## config.mk

```make
export PLATFORM = sky130hd
export DESIGN_NAME = drive_shutdown_brake_sequencer
export DESIGN_NICKNAME = d
export VERILOG_FILES = /design/src/drive_seq_pkg.sv /design/src/drive_shutdown_brake_sequencer.sv /design/src/pin_sync3.sv
export SDC_FILE = /design/constraint.sdc
export NUM_CORES = 1
export LEC_CHECK = 0
export ABC_AREA = 1
export ABC_CLOCK_PERIOD_IN_PS = 6400
export BUFFER_PORTS_ARGS = -buffer_cell sky130_fd_sc_hd__clkbuf_2
export CAP_MARGIN = 20
export CELL_PAD_IN_SITES_DETAIL_PLACEMENT = 0
export CELL_PAD_IN_SITES_GLOBAL_PLACEMENT = 1
export CORE_MARGIN = 4
export CORE_UTILIZATION = 48
export CTS_BUF_LIST = sky130_fd_sc_hd__clkbuf_8
export DETAILED_ROUTE_END_ITERATION = 8
export GPL_TIMING_DRIVEN = 1
export PLACE_DENSITY = 0.86
export SYNTH_ARGS = -nofsm -noshare
export SYNTH_HDL_FRONTEND = slang
export SYNTH_HIERARCHICAL = 1
export SYNTH_SLANG_ARGS = --single-unit
```

## constraint.sdc

```tcl
create_clock -name clk_sys -period 6.4 [get_ports clk_sys]
set_clock_uncertainty 0.15 [all_clocks]
set_input_delay 0.32 -clock clk_sys [delete_from_list [all_inputs] [get_ports clk_sys]]
set_output_delay 0.32 -clock clk_sys [all_outputs]
set_load 0.02 [all_outputs]
```

## src/drive_seq_pkg.sv

```systemverilog
// Constants for the drive shutdown, holding brake and regen sequencer
package drive_seq_pkg;
  // Clock and timing
  localparam int CLK_HZ = 10_000_000;
  localparam int DISABLE_DELAY_MS = 100;
  localparam int DISABLE_DELAY_CYCLES = DISABLE_DELAY_MS * (CLK_HZ / 1000);
  localparam int RAMP_MS = 10;
  localparam int RAMP_CYCLES = RAMP_MS * (CLK_HZ / 1000);
  localparam int BRAKE_TIMEOUT_S = 5;
  localparam int BRAKE_TIMEOUT_CYCLES = BRAKE_TIMEOUT_S * CLK_HZ;
  localparam int DCLINK_CHECK_MS = 2;
  localparam int DCLINK_CHECK_CYCLES = DCLINK_CHECK_MS * (CLK_HZ / 1000);
  localparam int RAMP_STEPS = 256;
  localparam int TMR_W = 26;
  localparam logic [15:0] STANDSTILL_RPM = 16'h0005;
  // Register byte offsets
  localparam logic [7:0] CTRL_OFS = 8'h00;
  localparam logic [7:0] SETPOINT_OFS = 8'h04;
  localparam logic [7:0] REGEN_LIMIT_OFS = 8'h08;
  localparam logic [7:0] UV_LEVEL_OFS = 8'h0c;
  localparam logic [7:0] STATUS_OFS = 8'h10;
  localparam logic [7:0] FAULT_CLEAR_OFS = 8'h14;
  // Control field positions
  localparam int CTRL_BRAKE = 0;
  localparam int CTRL_ENABLE_REMOVAL_RESPONSE = 1;
  localparam int CTRL_FAULTRESP = 2;
  localparam int CTRL_PHASE_LOSS_RESPONSE = 3;
  localparam int CTRL_SUPPLY_LSB = 4;
  localparam int CTRL_SHARED = 6;
  localparam logic [6:0] CTRL_RESET = 7'h04;
  localparam logic [10:0] UV_LEVEL_RESET = 11'h0c8;
  // Supply selection codes
  localparam logic [1:0] SUPPLY_230 = 2'h0;
  localparam logic [1:0] SUPPLY_400 = 2'h1;
  localparam logic [1:0] SUPPLY_480 = 2'h2;
  // Regen and overvoltage levels in volts
  localparam logic [10:0] ON_230 = 11'h190;
  localparam logic [10:0] ON_400 = 11'h2d0;
  localparam logic [10:0] ON_480 = 11'h348;
  localparam logic [10:0] OFF_230 = 11'h17c;
  localparam logic [10:0] OFF_400 = 11'h2a8;
  localparam logic [10:0] OFF_480 = 11'h320;
  localparam logic [10:0] OV_230 = 11'h1c2;
  localparam logic [10:0] OV_400 = 11'h320;
  localparam logic [10:0] OV_480 = 11'h384;
  localparam logic [4:0] TRIM_MAX = 5'h1e;
  // Fault codes
  localparam logic [7:0] FAULT_NONE = 8'h00;
  localparam logic [7:0] FAULT_OVERVOLT = 8'h02;
  localparam logic [7:0] FAULT_UNDERVOLT = 8'h05;
  localparam logic [7:0] FAULT_PHASE = 8'h13;
  // Sequencer states
  typedef enum logic [1:0] {
    S_OFF = 2'b00,
    S_RUN = 2'b01,
    S_BRAKE = 2'b10
  } seq_state_t;
endpackage

```

## src/drive_shutdown_brake_sequencer.sv

```systemverilog
// Shutdown, holding brake, regen supervision and supply fault sequencer
`timescale 1ns/1ps
`default_nettype none
module drive_shutdown_brake_sequencer #(
  parameter int DISABLE_DELAY_CYCLES = drive_seq_pkg::DISABLE_DELAY_CYCLES,
  parameter int RAMP_CYCLES = drive_seq_pkg::RAMP_CYCLES,
  parameter int BRAKE_TIMEOUT_CYCLES = drive_seq_pkg::BRAKE_TIMEOUT_CYCLES,
  parameter int DCLINK_CHECK_CYCLES = drive_seq_pkg::DCLINK_CHECK_CYCLES
) (
  input wire logic clk_sys,
  input wire logic reset_n,
  input wire logic psel,
  input wire logic penable,
  input wire logic pwrite,
  input wire logic [7:0] paddr,
  input wire logic [31:0] pwdata,
  output logic [31:0] prdata,
  output logic pready,
  output logic pslverr,
  input wire logic drive_enable,
  input wire logic phase_lost,
  input wire logic peer_regen_active,
  input wire logic [15:0] measured_speed,
  input wire logic [10:0] dclink_volts,
  input wire logic [15:0] regen_power_avg,
  input wire logic [15:0] regen_power_peak,
  output logic stage_on,
  output logic brake_release,
  output logic regen_switch,
  output logic ready_to_operate_contact,
  output logic mains_fault_out,
  output logic current_limit,
  output logic [15:0] speed_setpoint
);
  localparam int TW = drive_seq_pkg::TMR_W;
  localparam int TICK = RAMP_CYCLES / drive_seq_pkg::RAMP_STEPS;

  if (BRAKE_TIMEOUT_CYCLES >= 2 ** TW || DISABLE_DELAY_CYCLES >= 2 ** TW ||
      DCLINK_CHECK_CYCLES > 65535 || DCLINK_CHECK_CYCLES < 1 || TICK < 1 || TICK > 65535)
  begin : g_chk
    $error("sequencer timing parameters out of range");
  end

  // Picks the level for the configured supply
  function automatic logic [10:0] volt_level(input logic [1:0] sel, input logic [10:0] l230,
                                             input logic [10:0] l400, input logic [10:0] l480);
    logic [10:0] v;
    v = l230;
    if (sel == drive_seq_pkg::SUPPLY_400) begin
      v = l400;
    end else if (sel == drive_seq_pkg::SUPPLY_480) begin
      v = l480;
    end
    return v;
  endfunction

  drive_seq_pkg::seq_state_t state;
  drive_seq_pkg::seq_state_t next_state;
  logic [6:0] ctrl;
  logic [15:0] cfg_setpoint;
  logic [15:0] lim_avg;
  logic [15:0] lim_peak;
  logic [10:0] uv_level;
  logic [7:0] fault_code;
  logic [7:0] next_fault;
  logic [TW-1:0] timer;
  logic [15:0] chk_cnt;
  logic [15:0] tick_cnt;
  logic [15:0] ramp_step;
  logic [4:0] trim;
  logic engaged;
  logic regen_cut;
  logic [2:0] pins_s;
  logic en_s;
  logic phase_s;
  logic peer_s;
  logic setup;
  logic access;
  logic wr;
  logic clear_wr;
  logic chk_strobe;
  logic ov_trip;
  logic uv_trip;
  logic pl_fault;
  logic over_power;
  logic stop_ok;
  logic delay_done;
  logic engage_next;
  logic [1:0] supply;
  logic [10:0] on_thr;
  logic [10:0] off_thr;
  logic [10:0] ov_level;
  logic [31:0] rd_word;
  logic addr_ok;

  // Enable, phase loss and peer regen arrive from pins
  pin_sync3 #(.W(3)) u_sync (
    .clk_sys(clk_sys),
    .reset_n(reset_n),
    .pin({peer_regen_active, phase_lost, drive_enable}),
    .level(pins_s)
  );
  assign en_s = pins_s[0];
  assign phase_s = pins_s[1];
  assign peer_s = pins_s[2];

  // Bus phases; a write lands on the access edge with pready high
  assign setup = psel && !penable;
  assign access = psel && penable && pready;
  assign wr = access && pwrite;
  assign clear_wr = wr && paddr == drive_seq_pkg::FAULT_CLEAR_OFS && pwdata[0];
  assign addr_ok = paddr == drive_seq_pkg::CTRL_OFS || paddr == drive_seq_pkg::SETPOINT_OFS ||
                   paddr == drive_seq_pkg::REGEN_LIMIT_OFS || paddr == drive_seq_pkg::UV_LEVEL_OFS ||
                   paddr == drive_seq_pkg::STATUS_OFS || paddr == drive_seq_pkg::FAULT_CLEAR_OFS;

  // Regen thresholds follow supply selection plus the shared-link trim; the overvoltage level follows supply only
  assign supply = ctrl[drive_seq_pkg::CTRL_SUPPLY_LSB +: 2];
  assign on_thr = volt_level(supply, drive_seq_pkg::ON_230, drive_seq_pkg::ON_400,
                             drive_seq_pkg::ON_480) + 11'(trim);
  assign off_thr = volt_level(supply, drive_seq_pkg::OFF_230, drive_seq_pkg::OFF_400,
                              drive_seq_pkg::OFF_480) + 11'(trim);
  assign ov_level = volt_level(supply, drive_seq_pkg::OV_230, drive_seq_pkg::OV_400,
                               drive_seq_pkg::OV_480);

  // Fault detection; voltage faults at each periodic link check, phase loss at once
  assign chk_strobe = chk_cnt == 16'(DCLINK_CHECK_CYCLES - 1);
  assign ov_trip = chk_strobe && dclink_volts >= ov_level;
  assign uv_trip = chk_strobe && state != drive_seq_pkg::S_OFF && dclink_volts < uv_level;
  assign pl_fault = phase_s && ctrl[drive_seq_pkg::CTRL_PHASE_LOSS_RESPONSE];
  assign over_power = regen_power_avg > lim_avg || regen_power_peak > lim_peak;
  assign stop_ok = measured_speed <= drive_seq_pkg::STANDSTILL_RPM ||
                   timer >= TW'(BRAKE_TIMEOUT_CYCLES);
  assign delay_done = timer >= TW'(DISABLE_DELAY_CYCLES);
  assign engage_next = next_state == drive_seq_pkg::S_BRAKE && (engaged || stop_ok);

  // First fault is kept; a new one in the clearing cycle beats the clear
  always_comb begin
    next_fault = fault_code;
    if (clear_wr) begin
      next_fault = drive_seq_pkg::FAULT_NONE;
    end
    if (next_fault == drive_seq_pkg::FAULT_NONE) begin
      if (ov_trip) begin
        next_fault = drive_seq_pkg::FAULT_OVERVOLT;
      end else if (pl_fault) begin
        next_fault = drive_seq_pkg::FAULT_PHASE;
      end else if (uv_trip) begin
        next_fault = drive_seq_pkg::FAULT_UNDERVOLT;
      end
    end
  end

  // Sequencer; overvoltage always cuts the stage at once
  always_comb begin
    next_state = state;
    unique case (state)
      drive_seq_pkg::S_OFF: begin
        if (en_s && next_fault == drive_seq_pkg::FAULT_NONE) begin
          next_state = drive_seq_pkg::S_RUN;
        end
      end
      drive_seq_pkg::S_RUN: begin
        if (ov_trip) begin
          next_state = drive_seq_pkg::S_OFF;
        end else if (next_fault != drive_seq_pkg::FAULT_NONE) begin
          next_state = ctrl[drive_seq_pkg::CTRL_FAULTRESP] ? drive_seq_pkg::S_BRAKE
                                                            : drive_seq_pkg::S_OFF;
        end else if (!en_s) begin
          next_state = (ctrl[drive_seq_pkg::CTRL_BRAKE] || ctrl[drive_seq_pkg::CTRL_ENABLE_REMOVAL_RESPONSE])
                       ? drive_seq_pkg::S_BRAKE : drive_seq_pkg::S_OFF;
        end
      end
      drive_seq_pkg::S_BRAKE: begin
        if (ov_trip) begin
          next_state = drive_seq_pkg::S_OFF;
        end else if (ctrl[drive_seq_pkg::CTRL_BRAKE] ? (engaged && delay_done) : stop_ok) begin
          next_state = drive_seq_pkg::S_OFF;
        end
      end
      default: begin
        next_state = drive_seq_pkg::S_OFF;
      end
    endcase
  end

  always_ff @(posedge clk_sys or negedge reset_n) begin
    if (!reset_n) begin
      state <= drive_seq_pkg::S_OFF;
      fault_code <= drive_seq_pkg::FAULT_NONE;
    end else begin
      state <= next_state;
      fault_code <= next_fault;
    end
  end

  // Shutdown timer restarts on every state change and saturates
  always_ff @(posedge clk_sys or negedge reset_n) begin
    if (!reset_n) begin
      timer <= '0;
      engaged <= 1'b0;
    end else begin
      engaged <= engage_next;
      if (next_state != state) begin
        timer <= '0;
      end else if (timer != '1) begin
        timer <= timer + 1'b1;
      end
    end
  end

  // Stage, brake and contact are registered; the brake releases one cycle after the stage comes on
  always_ff @(posedge clk_sys or negedge reset_n) begin
    if (!reset_n) begin
      stage_on <= 1'b0;
      brake_release <= 1'b0;
      ready_to_operate_contact <= 1'b0;
    end else begin
      stage_on <= next_state != drive_seq_pkg::S_OFF;
      // Needs stage already on, so the brake never lets go before torque exists
      brake_release <= ctrl[drive_seq_pkg::CTRL_BRAKE] && stage_on &&
                       next_state != drive_seq_pkg::S_OFF && !engage_next;
      ready_to_operate_contact <= next_fault == drive_seq_pkg::FAULT_NONE;
    end
  end

  // Phase loss in warning mode only limits current and flags the mains output
  always_ff @(posedge clk_sys or negedge reset_n) begin
    if (!reset_n) begin
      mains_fault_out <= 1'b0;
      current_limit <= 1'b0;
    end else begin
      mains_fault_out <= phase_s;
      current_limit <= phase_s && !ctrl[drive_seq_pkg::CTRL_PHASE_LOSS_RESPONSE];
    end
  end

  // Ramp: fixed tick, step from the start value so zero comes within the ramp time
  always_ff @(posedge clk_sys or negedge reset_n) begin
    if (!reset_n) begin
      speed_setpoint <= '0;
      ramp_step <= '0;
      tick_cnt <= '0;
    end else if (next_state == drive_seq_pkg::S_RUN) begin
      speed_setpoint <= cfg_setpoint;
      ramp_step <= (cfg_setpoint >> 8) + 16'h0001;
      tick_cnt <= '0;
    end else if (next_state == drive_seq_pkg::S_BRAKE) begin
      if (tick_cnt == 16'(TICK - 1)) begin
        tick_cnt <= '0;
        speed_setpoint <= speed_setpoint > ramp_step ? speed_setpoint - ramp_step : '0;
      end else begin
        tick_cnt <= tick_cnt + 16'h0001;
      end
    end else begin
      speed_setpoint <= '0;
      tick_cnt <= '0;
    end
  end

  // Link check period counter
  always_ff @(posedge clk_sys or negedge reset_n) begin
    if (!reset_n) begin
      chk_cnt <= '0;
    end else begin
      chk_cnt <= chk_strobe ? '0 : chk_cnt + 16'h0001;
    end
  end

  // Regen chopper with hysteresis; a power overrun cuts it until cleared
  always_ff @(posedge clk_sys or negedge reset_n) begin
    if (!reset_n) begin
      regen_cut <= 1'b0;
      regen_switch <= 1'b0;
    end else begin
      regen_cut <= over_power || (regen_cut && !clear_wr);
      if (over_power || regen_cut) begin
        regen_switch <= 1'b0;
      end else if (dclink_volts >= on_thr) begin
        regen_switch <= 1'b1;
      end else if (dclink_volts <= off_thr) begin
        regen_switch <= 1'b0;
      end
    end
  end

  // Shared link: an idle drive with a busy peer lowers its levels, a lone busy one raises them
  always_ff @(posedge clk_sys or negedge reset_n) begin
    if (!reset_n) begin
      trim <= '0;
    end else if (!ctrl[drive_seq_pkg::CTRL_SHARED]) begin
      trim <= '0;
    end else if (chk_strobe) begin
      if (peer_s && !regen_switch && trim != '0) begin
        trim <= trim - 5'h01;
      end else if (!peer_s && regen_switch && trim < drive_seq_pkg::TRIM_MAX) begin
        trim <= trim + 5'h01;
      end
    end
  end

  // Configuration registers
  always_ff @(posedge clk_sys or negedge reset_n) begin
    if (!reset_n) begin
      ctrl <= drive_seq_pkg::CTRL_RESET;
      cfg_setpoint <= '0;
      lim_avg <= '1;
      lim_peak <= '1;
      uv_level <= drive_seq_pkg::UV_LEVEL_RESET;
    end else if (wr) begin
      if (paddr == drive_seq_pkg::CTRL_OFS) begin
        ctrl <= pwdata[6:0];
      end
      if (paddr == drive_seq_pkg::SETPOINT_OFS) begin
        cfg_setpoint <= pwdata[15:0];
      end
      if (paddr == drive_seq_pkg::REGEN_LIMIT_OFS) begin
        lim_avg <= pwdata[15:0];
        lim_peak <= pwdata[31:16];
      end
      if (paddr == drive_seq_pkg::UV_LEVEL_OFS) begin
        uv_level <= pwdata[10:0];
      end
    end
  end

  // Read mux; clear register and unmapped addresses read zero
  always_comb begin
    rd_word = '0;
    unique case (paddr)
      drive_seq_pkg::CTRL_OFS: rd_word = {25'h0, ctrl};
      drive_seq_pkg::SETPOINT_OFS: rd_word = {16'h0, cfg_setpoint};
      drive_seq_pkg::REGEN_LIMIT_OFS: rd_word = {lim_peak, lim_avg};
      drive_seq_pkg::UV_LEVEL_OFS: rd_word = {21'h0, uv_level};
      drive_seq_pkg::STATUS_OFS: rd_word = {11'h0, trim, state, ready_to_operate_contact,
                                            brake_release, stage_on, regen_switch, regen_cut,
                                            current_limit, fault_code};
      default: rd_word = '0;
    endcase
  end

  // One wait-free access phase: answer is prepared in the setup cycle
  always_ff @(posedge clk_sys or negedge reset_n) begin
    if (!reset_n) begin
      pready <= 1'b0;
      pslverr <= 1'b0;
      prdata <= '0;
    end else begin
      pready <= setup;
      pslverr <= setup && !addr_ok;
      prdata <= (setup && !pwrite) ? rd_word : '0;
    end
  end
endmodule
`default_nettype wire

```

## src/pin_sync3.sv

```systemverilog
// Three-stage pin synchroniser that accepts a change once stages two and three agree
`timescale 1ns/1ps
`default_nettype none
module pin_sync3 #(
  parameter int W = 1
) (
  input wire logic clk_sys,
  input wire logic reset_n,
  input wire logic [W-1:0] pin,
  output logic [W-1:0] level
);
  logic [W-1:0] ff1;
  logic [W-1:0] ff2;
  logic [W-1:0] ff3;

  if (W < 1) begin : g_chk
    $error("pin_sync3 needs W of at least 1");
  end

  // First stage feeds only the second, so metastability never reaches logic
  always_ff @(posedge clk_sys or negedge reset_n) begin
    if (!reset_n) begin
      ff1 <= '0;
      ff2 <= '0;
      ff3 <= '0;
    end else begin
      ff1 <= pin;
      ff2 <= ff1;
      ff3 <= ff2;
    end
  end

  // Per bit, accept the new value once two stages agree
  always_ff @(posedge clk_sys or negedge reset_n) begin
    if (!reset_n) begin
      level <= '0;
    end else begin
      for (int i = 0; i < W; i++) begin
        if (ff2[i] == ff3[i]) begin
          level[i] <= ff3[i];
        end
      end
    end
  end
endmodule
`default_nettype wire

```

==> impl_summary.md <==
Finish
0 antenna diodes ended up in the layout. The sequential cells in the finished layout cover a total of around 5500 µm². The commonest non-fill, non-tap cell in the layout is sky130_fd_sc_hd__nand2_1. In the final layout, the multi-input gates occupy approximately 6000 µm². The layout-stage area growth over the synthesis result is 19.7%. Fill cells in the final layout number around 2400. The fraction of layout cells with a size suffix above 1 is 17.2%. In the final design database the tool counted about 2000 nets. The number of standard cells in the final layout excluding fillers is 2123.

In the layout the commonest cells are 315 x sky130_fd_sc_hd__nand2_1, 256 x sky130_fd_sc_hd__inv_1, 182 x sky130_fd_sc_hd__dfrtp_1.

Power and ir drop
For this design the ratio of total power to cell area is 246 nW/µm². The proportion of power drawn by flip-flops and latches is around 41%. The static leakage is about 7.6 nW. Cell internal power was estimated by the tool at between 2 and 3 mW. The switching component of the power is between 1 and 1.5 mW. The maximum vdd ir drop is between 0.2 and 0.25 mV. Combinational cells account for 16.6% of the total power.

Net switching is slightly below 30% of the power. Of the total power, the clock network draws a little over two fifths.

STA
Setup violations remaining at the end of the flow were counted as 0. For the pin with the worst max-slew slack, the measured transition is ~1100 ps. After layout, the minimum clock period comes to between 4000 and 5000 ps. In this run the tightest slew margin relative to its limit is between 20 and 25%. The upper clock frequency limit is approximately 240 MHz.

After routing, the total negative slack on setup checks comes to 0 ps. Setup repair after global routing left no endpoint under its margin. The count of final max-slew check failures is 0.

The count of final hold-check violations is 0. The final critical path takes up approximately two thirds of the cycle.

GRT
The first global-routing pass estimated between 50000 and 60000 µm of wire. The maximum number of pins on one net before global-route repair is approximately 110. The number of global-route vias before repair is approximately 10000. The number of antenna violations at the first check in global routing was 0.

The total overflow reported by the global router is 0. The global-route usage over all layers is about 22%.

Die
The number of top-level pins is between 150 and 200. The die is 169 µm wide. Once the floorplan was initialized, standard cells occupied 49.2% of the core. In this run the vertical extent of the chip is between 150 and 200 µm.

The die footprint is about 29000 µm². In this run the core area contains 58 standard-cell rows. The core region is ~25000 µm².

Detailed routing
The DRC marker count from the first detailed-route iteration is 746. In the final routed layout, each cell accounts on average for 15.1 µm. Using the TritonRoute via totals, the vias-per-cell ratio works out to approximately 5.1. The residual DRC count is 0. After detailed routing, the total wire length is about 32000 µm. The total number of vias is around 11000. For this run, the detailed router's first-pass iteration total came to 5. The count of nets left with antenna violations once routing finished came out at 0.

Min path
The worst hold path begins at paddr[0]. The path class of the tightest hold or removal check is in2reg. The number of cells on the worst hold path is 5.

Clock network
The TritonCTS buffer count is 40. The clock tree from TritonCTS is built. The clock slew seen by the registers of the worst setup and hold paths is approximately 60 ps. The number of buffers added for setup after CTS is 0.

The number of H-tree levels is 2. The number of buffers on the longest clock path is 3. The insertion delay to the later sink of the worst-skew pair is 560 ps. In this run the clock root is driven by a sky130_fd_sc_hd__clkbuf_8.

The clock sink count is around 220.

Synth
In the post-synthesis netlist, the biggest area contributors are sky130_fd_sc_hd__dfrtp_1 36%, sky130_fd_sc_hd__nand2_1 9.5%, sky130_fd_sc_hd__ha_1 9.0%. The cell area after technology mapping is around 12000 µm². The most used flip-flop cell after synthesis is sky130_fd_sc_hd__dfrtp_1. The post-synthesis average cell area is around 8.1 µm².

The count of unique library cells instantiated by Yosys is between 50 and 60. Counting flops with an async set or reset pin after synthesis yields a share of 100%. The number of enable flip-flop cells after synthesis is 0. The number of instances in the synthesized netlist is 1547. For this run, the number of Yosys warnings is 6. The number of register bits inferred by synthesis is 218. The net count of the mapped netlist is 1749.

The cell taking the most area after synthesis is sky130_fd_sc_hd__dfrtp_1. The sequential-to-total area share from yosys stat is 44.0%. The area fraction of the dominant cell type after synthesis is 36.4%.

Place
Buffers placed on the I/O ports in this run total about 160. Routability-driven placement finished with a final weighted congestion of 0.898. Counting tap cells, the placed design contains a total of around 2000 instances. Once detailed placement completed, the half-perimeter wirelength came to 23700 µm.

Worst setup path
The worst setup path is launched from a register. STA classifies the critical path endpoint as a register. In this run the worst setup path begins at ctrl[4]$_DFFE_PN0P_. The maximum fanout along the worst path is 35. The setup path with the least slack is of type reg2reg. STA puts the critical path data required time at between 6000 and 7000 ps. The worst reg-to-reg path cell count is 22.

The arrival time of the worst setup path is 4510 ps. The reg-to-reg critical path startpoint is ctrl[4]$_DFFE_PN0P_. In this run the register-to-register setup slack is approximately 2200 ps.

Outcome
The run finished with clean final reports.

Job
The max-cap violation count is 0.
## Yosys cell counts, drive strengths merged (2+ instances only)
cell,count
a211oi,2
a21o,2
a21oi,78
a221oi,14
a31oi,2
buf,13
clkbuf,19
clkinv,3
dfrtp,182
dfstp,36
fa,5
ha,90
inv,250
nand2,320
nand3,68
nand3b,2
nand4,19
nor2,188
nor3,48
nor3b,4
nor4,13
o2111ai,2
o211ai,3
o21a,3
o21ai,98
o21bai,2
o221ai,5
o22ai,9
or2,6
xnor2,15
xor2,37
## what timing repair did
item / CTS / global route
hold buffers: 39 / 0
endpoints found under the setup margin: 0 / 0
resized for setup: 0 / 0
hold endpoints to repair: 154 / 0
## kinds of logic after synthesis
group           synth area share, %
simple gates                   23.2
buf+inv                        8.87
compound gates                 10.4
flops                          44.0
fa+ha+maj                      9.81
xor+xnor                       3.64
mux                          0.0901
## per-stage QoR
step | power [mW] | hold slack (ps) | instance area (µm²) | utilization, % | setup slack, ps
after CTS | 3.71 | 5.78 | 14900 | 58.8 | 2150
after global routing | 3.87 | 29.2 | 15000 | 58.9 | 1660
after detailed placement | 2.11 | 187 | 13600 | 53.5 | 2180
after global placement | 2.10 | 183 | 13600 | 53.5 | 2280
final | 3.68 | 28.9 | 15000 | 58.9 | 2160
after floorplan | 1.92 | -126 | 12500 | - | 3010
## power groups by stage
stage               Clock, mW  Combinational (mW)  Sequential [mW]
finish                   1.57               0.612             1.50
global route             1.67               0.693             1.51
CTS                      1.60               0.609             1.50
detailed placement          0               0.584             1.53
global placement            0               0.576             1.52
floorplan                   0               0.375             1.55
## worst max-delay path: stages (launching register included)
cell and delay (ps):
sky130_fd_sc_hd__dfrtp_1 370, sky130_fd_sc_hd__inv_1 100, sky130_fd_sc_hd__ha_1 480, sky130_fd_sc_hd__inv_1 140
sky130_fd_sc_hd__ha_1 310, sky130_fd_sc_hd__nand2_1 100, sky130_fd_sc_hd__inv_1 60, sky130_fd_sc_hd__nand2_1 50
sky130_fd_sc_hd__nand2_1 50, sky130_fd_sc_hd__nand2_1 50, sky130_fd_sc_hd__nand3_1 90, sky130_fd_sc_hd__nor2_1 130
sky130_fd_sc_hd__nor2_2 80, sky130_fd_sc_hd__o21ai_1 170, sky130_fd_sc_hd__nand3_1 90, sky130_fd_sc_hd__nor2_1 170
sky130_fd_sc_hd__nand2_2 80, sky130_fd_sc_hd__nand2_1 70, sky130_fd_sc_hd__nand3_2 120, sky130_fd_sc_hd__nand2_4 330
sky130_fd_sc_hd__nand2_1 590, sky130_fd_sc_hd__nand2_1 240, sky130_fd_sc_hd__nand2_1 70
## path summary, 6_finish.rpt
check	to
max	speed_setpoint[7]$_DFFE_PN0P_
min	pslverr$_DFF_PN0_
max reg2reg	speed_setpoint[7]$_DFFE_PN0P_
min reg2reg	u_sync/ff2[0]$_DFF_PN0_
max in group asynchronous	timer[17]$_DFFE_PN0P_
min in group asynchronous	prdata[26]$_DFF_PN0_
## routing by layer
layer	global-route usage, %	vias up	wire length (µm)
met2	36.5	281	14800
met4	6.02	0	603
li1	-	5437	-
met3	3.73	42	1850
met1	30.9	5002	14700
met5	0	-	0
## state kept, by name (all words and copies together) (netlist names), 5 cells and up
register        cells
ctrl                7
lim_avg            16
speed_setpoint     16
timer              26
trim                5
fault_code          8
lim_peak           16
chk_cnt            16
ramp_step           9
uv_level           11
cfg_setpoint       16
tick_cnt           16
prdata             32
## area by class of cell
cell class	instances	share of cell area (%)
clock buffers	45	4.14
multi-input cells	1044	39.4
flip-flops and latches	218	36.8
well taps	330	2.76
clock inverters	28	2.18
repair buffers	205	8.40
inverters	253	6.35
No activity file was read; power rests on OpenSTA's default activity.
